--- config.mk ---
export PLATFORM = sky130hd
export DESIGN_NAME = lightweight_async_serial_port
export DESIGN_NICKNAME = d
export VERILOG_FILES = /design/src/rtl/serial_port_pkg.sv /design/src/rtl/lightweight_async_serial_port.sv
export SDC_FILE = /design/constraint.sdc
export NUM_CORES = 1
export LEC_CHECK = 0
export ABC_CLOCK_PERIOD_IN_PS = 3100
export BUFFER_PORTS_ARGS = -buffer_cell sky130_fd_sc_hd__buf_2
export CORE_ASPECT_RATIO = 1.25
export CORE_MARGIN = 5
export CORE_UTILIZATION = 54
export DETAILED_ROUTE_END_ITERATION = 8
export PLACE_DENSITY = 0.73
export SLEW_MARGIN = 20
export SYNTH_ARGS = -nofsm -noshare
export SYNTH_HDL_FRONTEND = slang
export SYNTH_SLANG_ARGS = --single-unit
--- constraint.sdc ---
create_clock -name clk_sys -period 3.1 [get_ports clk_sys]
set_input_delay 0.155 -clock clk_sys [delete_from_list [all_inputs] [get_ports clk_sys]]
set_output_delay 0.155 -clock clk_sys [all_outputs]
set_load 0.01 [all_outputs]
--- src/rtl/serial_port_pkg.sv ---
// Constants and carrier types for the lightweight serial port
`default_nettype none
package serial_port_pkg;
    localparam int REG_W = 18;
    localparam int DATA_BITS = 8;
    localparam int FIFO_DEPTH_DEF = 8;
    localparam int FIFO_DEPTH_MAX = 2048;
    localparam int BAUD_DEF = 115200;
    localparam int BAUD_MIN = 300;
    localparam int BAUD_MAX = 921600;
    localparam int CLK_FREQ_DEF = 25000000;
    // Address map
    localparam logic [17:0] PERIPH_BASE = 18'h1a000;
    localparam logic [17:0] BASE_ADR_DEF = 18'h00010;
    localparam logic [17:0] OFS_STATUS = 18'h00000;
    localparam logic [17:0] OFS_RX_POP = 18'h00001;
    localparam logic [17:0] OFS_TX_PUSH = 18'h00002;
    // Status bit positions
    localparam int BIT_RX_EMPTY = 0;
    localparam int BIT_RX_FULL = 1;
    localparam int BIT_TX_EMPTY = 2;
    localparam int BIT_TX_FULL = 3;
    localparam int BIT_TX_IRQ_PRE = 4;
    localparam int BIT_TX_IRQ_FLAG = 5;
    localparam int BIT_RX_IE = 9;
    localparam int BIT_TX_IE = 10;
    // Values after reset
    localparam logic RST_TX_IRQ_PRE = 1'b1;
    localparam logic RST_TX_IRQ_FLAG = 1'b0;
    localparam logic RST_IE = 1'b0;
    localparam logic RST_LINE = 1'b1;
    localparam logic [17:0] RST_RDATA = 18'h00000;

    typedef struct packed {
        logic [17:0] addr;
        logic [17:0] wdata;
        logic we;
        logic re;
    } bus_req_t;
endpackage
`default_nettype wire

--- src/rtl/lightweight_async_serial_port.sv ---
// Lightweight serial port: FIFO, receiver, transmitter and register access
`timescale 1ns/1ns
`default_nettype none

////////////////////////////////////////////////////////////////////////////////
// Flip-flop FIFO with valid/ready on both sides
module byte_fifo #(
    parameter int WIDTH = 8,
    parameter int DEPTH = 8
) (
    input wire logic clk_sys,
    input wire logic rst,
    input wire logic in_valid,
    input wire logic [WIDTH-1:0] in_data,
    output logic in_ready,
    output logic out_valid,
    output logic [WIDTH-1:0] out_data,
    input wire logic out_ready,
    output logic full,
    output logic empty
);
    localparam int PW = (DEPTH > 1) ? $clog2(DEPTH) : 1;
    localparam int CW = $clog2(DEPTH + 1);

    logic [WIDTH-1:0] mem_r [DEPTH];
    logic [PW-1:0] wr_ptr_r;
    logic [PW-1:0] rd_ptr_r;
    logic [CW-1:0] count_r;
    wire push = in_valid && in_ready;
    wire pop = out_valid && out_ready;

    // Wrap works for depths that are not powers of two
    function automatic logic [PW-1:0] next_ptr(input logic [PW-1:0] p);
        next_ptr = (p == PW'(DEPTH - 1)) ? '0 : p + PW'(1);
    endfunction

    assign full = (count_r == CW'(DEPTH));
    assign empty = (count_r == '0);
    assign in_ready = !full;
    assign out_valid = !empty;
    assign out_data = mem_r[rd_ptr_r];

    // Storage is not reset; only pointers matter
    always_ff @(posedge clk_sys) begin
        if (push) begin
            mem_r[wr_ptr_r] <= in_data;
        end
    end

    // Pointer and fill count
    always_ff @(posedge clk_sys or posedge rst) begin
        if (rst) begin
            wr_ptr_r <= '0;
            rd_ptr_r <= '0;
            count_r <= '0;
        end else begin
            if (push) begin
                wr_ptr_r <= next_ptr(wr_ptr_r);
            end
            if (pop) begin
                rd_ptr_r <= next_ptr(rd_ptr_r);
            end
            count_r <= count_r + CW'(push) - CW'(pop);
        end
    end
endmodule

////////////////////////////////////////////////////////////////////////////////
// Top: register access, receiver, transmitter, interrupts
module lightweight_async_serial_port
    import serial_port_pkg::*;
#(
    parameter logic [17:0] BASE_ADR = BASE_ADR_DEF,
    parameter int FIFO_RX_DEPTH = FIFO_DEPTH_DEF,
    parameter int FIFO_TX_DEPTH = FIFO_DEPTH_DEF,
    parameter int BAUDRATE = BAUD_DEF,
    parameter bit INTERRUPT_SUPPORTED = 1'b0,
    parameter int CLOCK_FREQUENCY = CLK_FREQ_DEF
) (
    input wire logic clk_sys,
    input wire logic rst,
    input wire bus_req_t bus_req,
    output logic [17:0] bus_rdata,
    input wire logic rx_line,
    output logic tx_line,
    output logic intr_rx,
    output logic intr_tx
);
    // line rate fixed at build time by BAUDRATE
    // bit period from clock and baud, rounded to nearest
    localparam int BIT_DIV = (CLOCK_FREQUENCY + BAUDRATE / 2) / BAUDRATE;
    localparam int HALF_DIV = BIT_DIV / 2;
    localparam int DW = $clog2(BIT_DIV + 1);
    localparam logic [DW-1:0] BIT_LOAD = DW'(BIT_DIV - 1);
    localparam logic [DW-1:0] HALF_LOAD = DW'(HALF_DIV - 1);
    localparam logic [2:0] LAST_BIT = 3'(DATA_BITS - 1);

    typedef enum logic [1:0] {RX_IDLE, RX_START, RX_DATA, RX_STOP} rx_state_t;
    typedef enum logic [1:0] {TX_IDLE, TX_START, TX_DATA, TX_STOP} tx_state_t;

    ////////////////////////////////////////////////////////////////////////////
    // absolute address decode
    // base address taken as offset into peripheral space
    wire [17:0] reg_base = PERIPH_BASE + BASE_ADR;
    wire hit_status = (bus_req.addr == reg_base + OFS_STATUS);
    wire hit_rx = (bus_req.addr == reg_base + OFS_RX_POP);
    wire hit_tx = (bus_req.addr == reg_base + OFS_TX_PUSH);
    wire status_rd = bus_req.re && hit_status;
    wire status_wr = bus_req.we && hit_status;
    wire rx_rd = bus_req.re && hit_rx;
    wire tx_wr = bus_req.we && hit_tx;
    wire any_access = bus_req.re || bus_req.we;

    ////////////////////////////////////////////////////////////////////////////
    // FIFOs
    logic rxf_in_ready, rxf_valid, rxf_full, rxf_empty;
    logic [7:0] rxf_data;
    logic txf_in_ready, txf_valid, txf_full, txf_empty;
    logic [7:0] txf_data;
    logic rx_push;
    logic [7:0] rx_shift_r;
    logic tx_pop;

    // receive shifter feeds the receive FIFO
    // depth from parameter, at most 2048
    byte_fifo #(.WIDTH(DATA_BITS), .DEPTH(FIFO_RX_DEPTH)) rx_fifo (
        .clk_sys(clk_sys),
        .rst(rst),
        .in_valid(rx_push),
        .in_data(rx_shift_r),
        .in_ready(rxf_in_ready),
        .out_valid(rxf_valid),
        .out_data(rxf_data),
        .out_ready(rx_rd),
        .full(rxf_full),
        .empty(rxf_empty)
    );

    // depth from parameter, at most 2048
    byte_fifo #(.WIDTH(DATA_BITS), .DEPTH(FIFO_TX_DEPTH)) tx_fifo (
        .clk_sys(clk_sys),
        .rst(rst),
        .in_valid(tx_wr),
        .in_data(bus_req.wdata[7:0]),
        .in_ready(txf_in_ready),
        .out_valid(txf_valid),
        .out_data(txf_data),
        .out_ready(tx_pop),
        .full(txf_full),
        .empty(txf_empty)
    );

    ////////////////////////////////////////////////////////////////////////////
    // Receiver: pin passes two flops before use
    logic rx_meta_r, rx_sync_r;
    rx_state_t rx_state_r, rx_state_nxt;
    logic [DW-1:0] rx_cnt_r, rx_cnt_nxt;
    logic [2:0] rx_bit_r, rx_bit_nxt;
    logic [7:0] rx_shift_nxt;
    wire rx_tick = (rx_cnt_r == '0);

    // start bit checked at mid-bit, then eight samples
    // each sample enters from the top, so bit 0 lands first
    // single stop bit, no parity slot
    always_comb begin
        rx_state_nxt = rx_state_r;
        rx_cnt_nxt = rx_tick ? BIT_LOAD : rx_cnt_r - DW'(1);
        rx_bit_nxt = rx_bit_r;
        rx_shift_nxt = rx_shift_r;
        case (rx_state_r)
            RX_IDLE: begin
                rx_cnt_nxt = HALF_LOAD;
                if (!rx_sync_r) begin
                    rx_state_nxt = RX_START;
                end
            end
            RX_START: begin
                if (rx_tick) begin
                    rx_state_nxt = rx_sync_r ? RX_IDLE : RX_DATA;
                    rx_bit_nxt = '0;
                end
            end
            RX_DATA: begin
                if (rx_tick) begin
                    rx_shift_nxt = {rx_sync_r, rx_shift_r[7:1]};
                    rx_bit_nxt = rx_bit_r + 3'd1;
                    if (rx_bit_r == LAST_BIT) begin
                        rx_state_nxt = RX_STOP;
                    end
                end
            end
            RX_STOP: begin
                if (rx_tick) begin
                    rx_state_nxt = RX_IDLE;
                end
            end
            default: rx_state_nxt = RX_IDLE;
        endcase
    end

    // Frames with a low stop bit are dropped; a full FIFO also drops
    assign rx_push = (rx_state_r == RX_STOP) && rx_tick && rx_sync_r && rxf_in_ready;

    always_ff @(posedge clk_sys or posedge rst) begin
        if (rst) begin
            rx_meta_r <= RST_LINE;
            rx_sync_r <= RST_LINE;
            rx_state_r <= RX_IDLE;
            rx_cnt_r <= '0;
            rx_bit_r <= '0;
            rx_shift_r <= '0;
        end else begin
            rx_meta_r <= rx_line;
            rx_sync_r <= rx_meta_r;
            rx_state_r <= rx_state_nxt;
            rx_cnt_r <= rx_cnt_nxt;
            rx_bit_r <= rx_bit_nxt;
            rx_shift_r <= rx_shift_nxt;
        end
    end

    ////////////////////////////////////////////////////////////////////////////
    // Transmitter; the FIFO stalls while a frame is on the line
    tx_state_t tx_state_r, tx_state_nxt;
    logic [DW-1:0] tx_cnt_r, tx_cnt_nxt;
    logic [2:0] tx_bit_r, tx_bit_nxt;
    logic [7:0] tx_shift_r, tx_shift_nxt;
    logic tx_line_r, tx_line_nxt;
    logic tx_done;
    wire tx_tick = (tx_cnt_r == '0);
    assign tx_pop = (tx_state_r == TX_IDLE) && txf_valid;

    // start bit low, then eight data bits
    // shift right, bit 0 goes out first
    // idle high, stop bit high for a full period
    always_comb begin
        tx_state_nxt = tx_state_r;
        tx_cnt_nxt = tx_tick ? BIT_LOAD : tx_cnt_r - DW'(1);
        tx_bit_nxt = tx_bit_r;
        tx_shift_nxt = tx_shift_r;
        tx_line_nxt = tx_line_r;
        tx_done = 1'b0;
        case (tx_state_r)
            TX_IDLE: begin
                tx_line_nxt = RST_LINE;
                tx_cnt_nxt = BIT_LOAD;
                if (txf_valid) begin
                    tx_state_nxt = TX_START;
                    tx_shift_nxt = txf_data;
                    tx_line_nxt = 1'b0;
                end
            end
            TX_START: begin
                if (tx_tick) begin
                    tx_state_nxt = TX_DATA;
                    tx_bit_nxt = '0;
                    tx_line_nxt = tx_shift_r[0];
                end
            end
            TX_DATA: begin
                if (tx_tick) begin
                    tx_bit_nxt = tx_bit_r + 3'd1;
                    tx_shift_nxt = {1'b0, tx_shift_r[7:1]};
                    tx_line_nxt = tx_shift_r[1];
                    if (tx_bit_r == LAST_BIT) begin
                        tx_state_nxt = TX_STOP;
                        tx_line_nxt = 1'b1;
                    end
                end
            end
            TX_STOP: begin
                if (tx_tick) begin
                    tx_state_nxt = TX_IDLE;
                    tx_done = 1'b1;
                end
            end
            default: tx_state_nxt = TX_IDLE;
        endcase
    end

    always_ff @(posedge clk_sys or posedge rst) begin
        if (rst) begin
            tx_state_r <= TX_IDLE;
            tx_cnt_r <= '0;
            tx_bit_r <= '0;
            tx_shift_r <= '0;
            tx_line_r <= RST_LINE;
        end else begin
            tx_state_r <= tx_state_nxt;
            tx_cnt_r <= tx_cnt_nxt;
            tx_bit_r <= tx_bit_nxt;
            tx_shift_r <= tx_shift_nxt;
            tx_line_r <= tx_line_nxt;
        end
    end

    ////////////////////////////////////////////////////////////////////////////
    // Status flags and interrupt state; set always beats clear
    logic tx_pre_r, tx_flag_r, rx_ie_r, tx_ie_r;
    logic last_tx_wr_r, rx_pend_r, tx_pend_r;
    logic intr_rx_r, intr_tx_r;
    logic [17:0] rdata_r;

    // set by any data write, even one dropped at a full FIFO, cleared by the shifter's pop
    wire tx_pre_nxt = tx_wr || (tx_pre_r && !tx_pop);
    // set when a frame finishes, cleared by status write
    wire tx_flag_nxt = tx_done || (tx_flag_r && !status_wr);
    // last access was a data write, FIFO not full
    wire last_tx_wr_nxt = any_access ? tx_wr : last_tx_wr_r;
    wire tx_pend_nxt = (tx_done && last_tx_wr_r && !txf_full) || (tx_pend_r && !status_rd && !status_wr);
    // first frame into an empty FIFO
    wire rx_pend_nxt = (rx_push && rxf_empty) || (rx_pend_r && !rx_rd);
    // enables exist only with interrupt support
    wire rx_ie_nxt = INTERRUPT_SUPPORTED && (status_wr ? bus_req.wdata[BIT_RX_IE] : rx_ie_r);
    wire tx_ie_nxt = INTERRUPT_SUPPORTED && (status_wr ? bus_req.wdata[BIT_TX_IE] : tx_ie_r);

    logic [17:0] status_word;
    always_comb begin
        status_word = '0;
        status_word[BIT_RX_EMPTY] = rxf_empty;
        status_word[BIT_RX_FULL] = rxf_full;
        status_word[BIT_TX_EMPTY] = txf_empty;
        status_word[BIT_TX_FULL] = txf_full;
        status_word[BIT_TX_IRQ_PRE] = tx_pre_r;
        status_word[BIT_TX_IRQ_FLAG] = tx_flag_r;
        status_word[BIT_RX_IE] = rx_ie_r;
        status_word[BIT_TX_IE] = tx_ie_r;
    end

    // oldest byte in bits 7..0, upper bits zero
    wire [17:0] rx_word = {10'h000, rxf_data};
    wire [17:0] rdata_nxt = hit_status ? status_word : (hit_rx ? rx_word : 18'h00000);

    always_ff @(posedge clk_sys or posedge rst) begin
        if (rst) begin
            tx_pre_r <= RST_TX_IRQ_PRE;
            tx_flag_r <= RST_TX_IRQ_FLAG;
            rx_ie_r <= RST_IE;
            tx_ie_r <= RST_IE;
            last_tx_wr_r <= 1'b0;
            tx_pend_r <= 1'b0;
            rx_pend_r <= 1'b0;
            intr_rx_r <= 1'b0;
            intr_tx_r <= 1'b0;
            rdata_r <= RST_RDATA;
        end else begin
            tx_pre_r <= tx_pre_nxt;
            tx_flag_r <= tx_flag_nxt;
            rx_ie_r <= rx_ie_nxt;
            tx_ie_r <= tx_ie_nxt;
            last_tx_wr_r <= last_tx_wr_nxt;
            tx_pend_r <= tx_pend_nxt;
            rx_pend_r <= rx_pend_nxt;
            intr_rx_r <= INTERRUPT_SUPPORTED && rx_pend_nxt && rx_ie_nxt;
            intr_tx_r <= INTERRUPT_SUPPORTED && tx_pend_nxt && tx_ie_nxt;
            if (bus_req.re) begin
                rdata_r <= rdata_nxt;
            end
        end
    end

    assign bus_rdata = rdata_r;
    assign tx_line = tx_line_r;
    assign intr_rx = intr_rx_r;
    assign intr_tx = intr_tx_r;
endmodule

`default_nettype wire

==> impl_metrics.py, run 1 <==
metrics = {
    "worst_setup_path": {
        "path_class": "flip-flop to flip-flop",
        "r2r_cells": 11,
        "reg2reg_slack_ps": 530,
        "crit_arrival_ps": 2930,
        "r2r_start": "tx_fifo.count_r[2]",
        "cpMaxStageDelayCell": "nor3b_1",
        "required_ps": 3460,
        "crit_path_end_kind": "flip-flop",
        "critPathMaxStageDelay_ps": 500,
        "cp_max_fo": 4,
        "cp-start-kind": "flip-flop",
        "crit_chain": "inv_1 > ha_1 > nor3b_1 > nand2b_1 > inv_1 > ha_1 > inv_1 > ha_1 > inv_1 > fa_1 > xnor2_1",
        "rr_endpoint": "tx_fifo.count_r[2]",
        "cp_common_cell": "inv_1",
    },
    "grt": {
        "grt_pass1_vias": 5291,
        "grtUsageMet3_pct": 2.79,
        "grt.overflow.total": 0,
        "grt_antenna_before_repair": 0,
        "grt_max_degree": 43,
        "grtUsageTotal_pct": 17.6,
        "use_met2_pct": 32.7,
        "grt-busiest-layer": "met2",
        "use_met1_pct": 21.5,
        "grt_pass1_wl_um": 27200,
    },
    "floorplanning": {
        "dieArea_mm2": 0.0191,
        "std_cell_rows": 52,
        "core_mm2": 0.0162,
        "ioPinCount": 62,
        "initial_utilization_pct": 54.8,
        "die_x_um": 125,
        "die_h_um": 153,
    },
    "finish": {
        "syn2layout_area_growth_pct": 13.8,
        "nets": 724,
        "design_area_mm2": 0.0101,
        "multi_input_area_mm2": 0.00287,
        "antennaDiodeCount": 0,
        "stdcell_count": 878,
        "seqCellArea_mm2": 0.00573,
        "nFillCells": 1173,
        "drive_gt1_share_pct": 25.7,
    },
    "route": {
        "drtIter0Drc": 282,
        "vias": 4911,
        "drc": 0,
        "viasPerCell": 5.59,
        "drtAntennaViolNets": 0,
        "first_pass_iters": 5,
        "routed_wl_um": 16300,
        "wire_per_inst_um": 18.5,
    },
    "logic_synthesis": {
        "netlist_instances": 577,
        "async_flop_share_pct": 36.9,
        "synth_edf_count": 128,
        "syn_area_mm2": 0.00887,
        "ys_top_cells_by_area": "edfxtp_1 43%, dfrtp_1 20%, mux4_2 8.1%",
        "synth_top_area_share_pct": 43.3,
        "ys_seq_area_share_pct": 64.5,
        "synth_cell_types": 58,
        "synth_top_flop_cell": "edfxtp_1",
        "syn_area_per_cell_um2": 15.4,
        "ys_seq_elements": 203,
        "yosys.area.top_type": "edfxtp_1",
        "ys.warnings.count": 0,
    },
    "clock_network": {
        "root_buffer": "clkbuf_16",
        "cts_max_level": 1,
        "cts_made_buffers": 20,
        "cts_sinks": 203,
        "cts_tree": "built",
        "path_clk_slew_ps": 60,
        "clock_latency_ps": 480,
        "clockBufferDepth": 3,
        "cts_resized": 0,
    },
    "pwr": {
        "seqPwrFrac_pct": 54.9,
        "powerDensity_mw_per_mm2": 519,
        "power.share.clock_pct": 43.1,
        "ir_drop_uv": 440,
        "swShare_pct": 19.3,
        "power.leakage_nw": 3.81,
        "p_int_mw": 4.22,
        "power_mw": 5.24,
        "p_switching_mw": 1.01,
        "comb_power_share_pct": 2.0,
    },
    "timing": {
        "finalSetupViolCount": 0,
        "relSlewSlack_pct": 39.4,
        "fin_crit_ps": 2570,
        "finalHoldViolations": 0,
        "fmax_mhz": 390,
        "fin_crit_sh_pct": 82.8,
        "rsz0062_at_grt": "false",
        "skew_ps": 8.10,
        "maxSlewViolCount": 0,
        "fin_ws_ps": 533,
        "tightest_slew_ps": 907,
        "fin_tns_setup_ps": 0,
    },
    "placement": {
        "pre_cts_slack_ps": 543,
        "place_congestion": 0.785,
        "placed_cell_area_mm2": 0.00935,
        "dp.cells": 830,
        "dp_hpwl_um": 11100,
        "io_buffer_count": 39,
    },
    "worst_hold_path": {
        "hp-class": "input pin to asynchronous set/reset pin",
    },
    "outcome": {
        "status": "complete, no violations",
    },
    "job": {
        "drv_cap": 0,
    },
}
worst max-delay path, delay by kind of cell (launching register included):
| family | cells | cell delay (ps) |
|---|---|---|
| buf+inv | 4 | 290 |
| flops | 1 | 350 |
| fa+ha+maj | 4 | 970 |
| simple gates | 2 | 710 |
| xor+xnor | 1 | 140 |
logic make-up (layout without fill, tap and decap cells):
| kind of cell | count (synthesis) | count (layout) | synth area share, % |
|---|---|---|---|
| other | 1 | 12 | 0.0423 |
| AND/OR/NAND/NOR | 128 | 128 | 8.01 |
| multiplexers | 66 | 66 | 12.3 |
| AO/OA/AOI/OAI | 60 | 60 | 5.11 |
| XOR/XNOR | 13 | 13 | 1.28 |
| flip-flops | 203 | 203 | 64.5 |
| adder cells (fa/ha/maj) | 35 | 35 | 5.11 |
| buffers and inverters | 71 | 145 | 3.61 |
routing by layer:
layer  share of wire [%]  routed length (um)
met1                  39                6430
met2                  55                8930
met3                 4.0                 645
met4                 1.7                 280
met5                   0                   0
cells in the mapped netlist (all sizes together) (3+ instances only):
| cell type | n |
|---|---|
| buf | 21 |
| nor3b | 4 |
| or2 | 4 |
| o221a | 7 |
| nor4bb | 3 |
| nor4b | 4 |
| xor2 | 5 |
| o21ai | 11 |
| or3 | 3 |
| edfxtp | 128 |
| nor2 | 26 |
| mux2 | 24 |
| o22ai | 5 |
| nand3b | 3 |
| nand2 | 33 |
| dfrtp | 71 |
| xnor2 | 8 |
| dfstp | 4 |
| o32ai | 3 |
| mux2i | 10 |
| nor2b | 5 |
| nor4 | 4 |
| nand2b | 8 |
| a21oi | 10 |
| ha | 33 |
| nand3 | 6 |
| clkbuf | 11 |
| inv | 39 |
| and4b | 4 |
| nor3 | 9 |
| a31o | 5 |
| a21o | 3 |
| mux4 | 32 |
| a22o | 5 |
layout make-up:
cell class                      instances  area share (%)
Clock buffer                           28            5.76
Clock inverter                          8           0.434
Inverter                               39            1.46
Multi-Input combinational cell        314            28.4
Sequential cell                       203            56.7
Tap cell                              216            2.68
Timing Repair Buffer                   70            4.54
power groups by stage:
stage | clock network (mW) | logic [mW] | registers [mW]
2_1_floorplan | 0 | 0.0568 | 2.93
3_3_place_gp | 0 | 0.0860 | 2.93
3_5_place_dp | 0 | 0.0927 | 2.93
4_1_cts | 2.32 | 0.105 | 2.88
5_1_grt | 2.44 | 0.116 | 2.87
6_report | 2.26 | 0.103 | 2.88
flip-flops by register name, summed over array words and instances, names as in the netlist, 4 cells and up, named ones only:
signal	count
rx_fifo.mem_r	64
tx_fifo.mem_r	64
bus_rdata	8
rx_cnt_r	8
rx_shift_r	8
tx_cnt_r	8
tx_shift_r	8
rx_fifo.count_r	4
tx_fifo.count_r	4
stage by stage:
stage | hold slack, ps | utilization (%)
after floorplan | 159 | -
after global placement | 29.0 | 57.7
after detailed placement | 28.2 | 57.7
after CTS | 72.9 | 62.3
after global routing | 83.5 | 62.3
final | 80.6 | 62.3
what timing repair did:
action	in CTS	in global routing
setup endpoints to repair	0	0
setup buffers	0	0
hold endpoints to repair	138	0
hold buffers	12	0
cells in the final DEF (no fill, tap or decap), types with 21 or more instances in the layout:
cell / synthesis / routed
clkbuf_16: 0 / 21
ha_1: 33 / 33
nor2_1: 26 / 26
mux4_2: 32 / 32
dfrtp_1: 71 / 71
buf_2: 7 / 39
edfxtp_1: 128 / 128
inv_1: 39 / 38
mux2_2: 24 / 24
nand2_1: 33 / 33
worst max-delay path by stage:
| stage | start | endpoint | cells past startpoint |
|---|---|---|---|
| finish | tx_fifo.count_r[2] | tx_fifo.count_r[2] | 11 |
| CTS | tx_fifo.count_r[2] | tx_fifo.count_r[2] | 11 |
| detailed placement | tx_fifo.count_r[2] | tx_fifo.count_r[2] | 11 |
| global route | tx_fifo.count_r[2] | tx_fifo.count_r[2] | 11 |
| global placement | tx_fifo.count_r[2] | tx_fifo.count_r[2] | 11 |
| floorplan | rx_cnt_r[0] | rx_fifo.mem_r[4][0] | 7 |
Power figures use the tool's default switching activity.
==> run 2: changes to the inputs <==
ABC_CLOCK_PERIOD_IN_PS = 2450   (was 3100)
CORE_UTILIZATION = 55   (was 54)
PLACE_DENSITY = 0.72   (was 0.73)
clock period = 2.45 ns   (was 3.1 ns; I/O delays follow)
==> impl_metrics.py, run 2 (synthesis results as in run 1) <==
metrics = {
    "outcome": {
        "status": "complete, no violations",
    },
    "pwr": {
        "seqPwrFrac_pct": 53.4,
        "swShare_pct": 19.2,
        "powerDensity_mw_per_mm2": 660,
        "power.share.clock_pct": 44.7,
        "comb_power_share_pct": 1.9,
        "ir_drop_uv": 527,
        "power.leakage_nw": 3.94,
        "p_int_mw": 5.51,
        "p_switching_mw": 1.31,
    },
    "worst_setup_path": {
        "path_class": "flip-flop to flip-flop",
        "cp-startpoint": "tx_state_r[0]",
        "r2r_cells": 10,
        "path_depth": 10,
        "r2r_start": "tx_state_r[0]",
        "cp_top_family": "adder cells",
        "crit_chain": "inv_1 > ha_1 > nand2b_1 > inv_1 > ha_1 > inv_1 > ha_1 > a21o_1 > a21oi_1 > xor2_1",
        "rr_endpoint": "tx_fifo.count_r[3]",
        "critPathMaxStageDelay_ps": 420,
        "crit_path_end": "tx_fifo.count_r[3]",
        "cpMaxStageDelayCell": "dfrtp_1",
        "crit_path_end_kind": "flip-flop",
        "cp_max_fo": 7,
        "reg2reg_slack_ps": 260,
        "cp-start-kind": "flip-flop",
        "cp_num_buf_inv": 3,
        "required_ps": 2860,
        "crit_arrival_ps": 2600,
    },
    "clock_network": {
        "clock_latency_ps": 480,
        "cts_made_buffers": 21,
        "clockBufferDepth": 3,
        "cts_max_level": 1,
        "root_buffer": "clkbuf_16",
        "cts_tree": "built",
        "path_clk_slew_ps": 60,
        "cts_sinks": 203,
        "post-cts-setup-buffers": 0,
    },
    "floorplanning": {
        "core_mm2": 0.0160,
        "die_x_um": 124,
        "ioPinCount": 62,
        "dieArea_mm2": 0.0188,
        "std_cell_rows": 52,
        "initial_utilization_pct": 55.4,
        "die_h_um": 152,
    },
    "finish": {
        "antennaDiodeCount": 0,
        "drive_gt1_share_pct": 28.9,
        "stdcell_count": 895,
        "syn2layout_area_growth_pct": 16.5,
        "final_common_cell": "edfxtp_1",
        "design_area_mm2": 0.0103,
        "top_regs": "rx_fifo.mem_r: 64 flops, tx_fifo.mem_r: 64 flops",
        "nets": 741,
        "mostFrequentLayoutCells": "128 x edfxtp_1, 71 x dfrtp_1, 39 x buf_2",
    },
    "job": {
        "drv_cap": 0,
    },
    "timing": {
        "finalHoldViolations": 0,
        "tightest_slew_ps": 792,
        "skew_ps": 9.87,
        "fin_tns_setup_ps": 0,
        "finalSetupViolCount": 0,
        "fin_crit_sh_pct": 89.5,
        "maxSlewViolCount": 0,
        "fmax_mhz": 456,
        "rsz0062_at_grt": "false",
        "relSlewSlack_pct": 47.2,
        "fin_crit_ps": 2190,
    },
    "route": {
        "drtIter0Drc": 388,
        "routed_wl_um": 16900,
        "drtAntennaViolNets": 0,
        "wire_per_inst_um": 18.8,
        "first_pass_iters": 4,
        "vias": 4978,
        "drc": 0,
        "viasPerCell": 5.56,
    },
    "grt": {
        "grt_pass1_wl_um": 28000,
        "grt.overflow.total": 0,
        "grt_antenna_before_repair": 0,
        "use_met2_pct": 34.9,
        "grt_pass1_vias": 5463,
        "grt-busiest-layer": "met2",
        "use_met1_pct": 23.2,
        "grtUsageMet3_pct": 2.68,
        "grtUsageTotal_pct": 18.9,
        "grt_max_degree": 45,
    },
    "worst_hold_path": {
        "holdPathStages": 3,
        "hp-class": "input pin to flip-flop",
    },
    "placement": {
        "placed_cell_area_mm2": 0.00956,
        "io_buffer_count": 39,
        "place_congestion": 0.803,
        "dp_hpwl_um": 11500,
        "dp.cells": 847,
    },
}
## run 2: power by group through the flow
stage / clock network [mW] / logic, mW / registers, mW
finish: 3.05 / 0.132 / 3.64
global route: 3.26 / 0.149 / 3.64
CTS: 3.12 / 0.133 / 3.64
detailed placement: 0 / 0.119 / 3.71
global placement: 0 / 0.114 / 3.71
floorplan: 0 / 0.0721 / 3.71
## run 2: worst min-delay path by stage
stage / from / to / slack (ps)
4_1_cts: bus_req[0] / bus_rdata[3] / 30
2_1_floorplan: rx_line / rx_meta_r / 130
3_3_place_gp: rst / tx_cnt_r[1] / 190
6_report: bus_req[0] / bus_rdata[3] / 60
5_1_grt: bus_req[0] / bus_rdata[3] / 60
3_5_place_dp: rst / tx_cnt_r[2] / 200
## run 2: stage by stage
stage          utilization [%]  worst slack (ps)  hold slack (ps)  total power, mW
4_1_cts                   64.6               213             30.0             6.89
2_1_floorplan                -              19.7              127             3.78
3_3_place_gp              59.7               243              187             3.82
5_1_grt                   64.6              93.0             60.9             7.05
6_report                  64.6               257             60.4             6.82
3_5_place_dp              59.7               203              200             3.83
## run 2: final cells by class
type,count,area (um^2)
clock buffers,28,562
flip-flops and latches,203,5730
inverters,39,148
well taps,216,270
multi-input cells,314,2930
clock inverters,9,98.8
fillers,1164,5670
repair buffers,86,601
## run 2: per-layer routing
layer | part of all wire [%] | routed length, um | vias up
met5 | 0 | 0 | -
li1 | - | - | 2319
met1 | 38 | 6490 | 2560
met4 | 1.5 | 249 | 0
met2 | 57 | 9580 | 77
met3 | 3.3 | 558 | 22
## run 2: worst register-to-register path, cell delays in order, from the launching register on
cell and delay [ps]:
dfrtp_1 420, inv_1 130, ha_1 300, nand2b_1 110, inv_1 70, ha_1 190
inv_1 60, ha_1 280, a21o_1 190, a21oi_1 210, xor2_1 160
## run 2: timing repair
item / CTS / global route
resized for setup: 0 / 1
endpoints found under the hold margin: 95 / 0
endpoints found under the setup margin: 0 / 1
hold buffers: 11 / 0
==> run 3: changes to the inputs <==
CTS_BUF_LIST = sky130_fd_sc_hd__clkbuf_16   (was unset)
CTS_CLUSTER_DIAMETER = 120   (was unset)
==> impl_metrics.py, run 3 (synthesis results as in run 1) <==
metrics = {
    "outcome": {
        "status": "complete, no violations",
    },
    "grt": {
        "grtUsageTotal_pct": 19.0,
        "grt.overflow.total": 0,
        "grt_antenna_before_repair": 0,
        "grt_max_degree": 45,
        "grt_pass1_vias": 5471,
        "grt_pass1_wl_um": 28100,
    },
    "floorplanning": {
        "dieArea_mm2": 0.0188,
        "ioPinCount": 62,
        "std_cell_rows": 52,
        "core_mm2": 0.0160,
        "die_x_um": 124,
        "initial_utilization_pct": 55.4,
        "die_h_um": 152,
    },
    "timing": {
        "fin_ws_ps": 256,
        "relSlewSlack_pct": 48.5,
        "rsz0062_at_grt": "false",
        "skew_ps": 5.58,
        "fin_crit_sh_pct": 89.5,
        "fin_tns_setup_ps": 0,
        "maxSlewViolCount": 0,
        "fin_crit_ps": 2190,
        "tightest_slew_ps": 772,
        "finalSetupViolCount": 0,
        "finalHoldViolations": 0,
        "fmax_mhz": 456,
    },
    "worst_setup_path": {
        "critPathMaxStageDelay_ps": 420,
        "cp-start-kind": "flip-flop",
        "path_class": "flip-flop to flip-flop",
        "required_ps": 2860,
        "cp_max_fo": 7,
        "crit_chain": "inv_1 > ha_1 > nand2b_1 > inv_1 > ha_1 > inv_1 > ha_1 > a21o_1 > a21oi_1 > xor2_1",
        "cpMaxStageDelayCell": "dfrtp_1",
        "crit_arrival_ps": 2600,
        "crit_path_end_kind": "flip-flop",
    },
    "route": {
        "drtAntennaViolNets": 0,
        "drc": 0,
        "viasPerCell": 5.53,
        "drtIter0Drc": 349,
        "first_pass_iters": 4,
        "routed_wl_um": 16800,
        "wire_per_inst_um": 18.8,
        "vias": 4949,
    },
    "placement": {
        "io_buffer_count": 39,
        "pre_cts_slack_ps": 203,
        "dp_hpwl_um": 11500,
        "place_congestion": 0.803,
    },
    "finish": {
        "syn2layout_area_growth_pct": 16.4,
        "nets": 741,
        "top_regs": "rx_fifo.mem_r: 64 flops, tx_fifo.mem_r: 64 flops",
        "final_common_cell": "edfxtp_1",
        "drive_gt1_share_pct": 28.7,
        "mostFrequentLayoutCells": "128 x edfxtp_1, 71 x dfrtp_1, 44 x inv_1",
        "antennaDiodeCount": 0,
    },
    "clock_network": {
        "path_clk_slew_ps": 60,
        "clock_latency_ps": 480,
        "cts_made_buffers": 21,
        "post-cts-setup-buffers": 0,
        "cts_tree": "built",
        "root_buffer": "clkbuf_16",
        "cts_sinks": 203,
        "cts_max_level": 1,
        "clockBufferDepth": 3,
    },
    "pwr": {
        "comb_power_share_pct": 2.0,
        "seqPwrFrac_pct": 53.8,
        "power_mw": 6.76,
        "ir_drop_uv": 527,
        "p_int_mw": 5.45,
        "p_switching_mw": 1.31,
        "powerDensity_mw_per_mm2": 655,
        "swShare_pct": 19.3,
        "power.share.clock_pct": 44.2,
        "power.leakage_nw": 3.96,
    },
    "worst_hold_path": {
        "hp-class": "input pin to flip-flop",
    },
    "job": {
        "drv_cap": 0,
    },
}
## run 3: cell types whose count changed in the layout (fill, tap and decap cells not counted), sizes merged
cell	delta
clkbuf	-7
clkinv	+1
inv	+6
## run 3: area by class of cell
| cell class | instances | area, um^2 |
|---|---|---|
| multi-input cells | 314 | 2930 |
| fillers | 1165 | 5680 |
| inverters | 39 | 148 |
| clock inverters | 16 | 125 |
| flip-flops and latches | 203 | 5730 |
| repair buffers | 86 | 601 |
| clock buffers | 21 | 526 |
| well taps | 216 | 270 |
## run 3: final timing paths
path,from,end,slack [ps],cells past startpoint
worst max-delay path,tx_state_r[0],tx_fifo.count_r[3],260,10
max in group asynchronous,rst,rx_meta_r,1500,4
worst min-delay path,bus_req[0],bus_rdata[3],60,3
worst max register to register,tx_state_r[0],tx_fifo.count_r[3],260,10
min in group asynchronous,rst,tx_cnt_r[2],250,3
worst min register to register,rx_meta_r,rx_sync_r,350,0
## run 3: routing by layer
metal	vias up	share of wire (%)	global-route usage, %
li1	2321	-	-
met1	2523	38	23.3
met2	85	57	35.0
met3	20	3.9	2.68
met4	0	1.4	4.01
met5	-	0	0
## run 3: per-stage QoR
step / cells / utilization [%] / area, um^2 / hold WS [ps]
after floorplan: 588 / - / 8970 / 127
after global placement: 847 / 59.7 / 9560 / 187
after detailed placement: 847 / 59.7 / 9560 / 200
after CTS: 895 / 64.5 / 10300 / 30.0
after global routing: 895 / 64.5 / 10300 / 60.9
final: 895 / 64.5 / 10300 / 59.0
## run 3: worst max-delay path, delay by kind of cell (launching register included)
kind | cells | cell delay (ps)
buffers and inverters | 3 | 260
AO/OA/AOI/OAI | 2 | 390
AND/OR/NAND/NOR | 1 | 110
adder cells (fa/ha/maj) | 3 | 780
flip-flops | 1 | 420
XOR/XNOR | 1 | 160
## run 3: power groups by stage
stage | Combinational, mW | Sequential, mW | Clock (mW)
2_1_floorplan | 0.0721 | 3.71 | 0
5_1_grt | 0.149 | 3.64 | 3.20
3_5_place_dp | 0.119 | 3.71 | 0
3_3_place_gp | 0.114 | 3.71 | 0
6_report | 0.132 | 3.64 | 2.99
4_1_cts | 0.133 | 3.64 | 3.06
## run 3: what timing repair did
action / CTS / global route
hold buffers: 11 / 0
hold endpoints to repair: 95 / 0
setup endpoints to repair: 0 / 1
resized for setup: 0 / 1
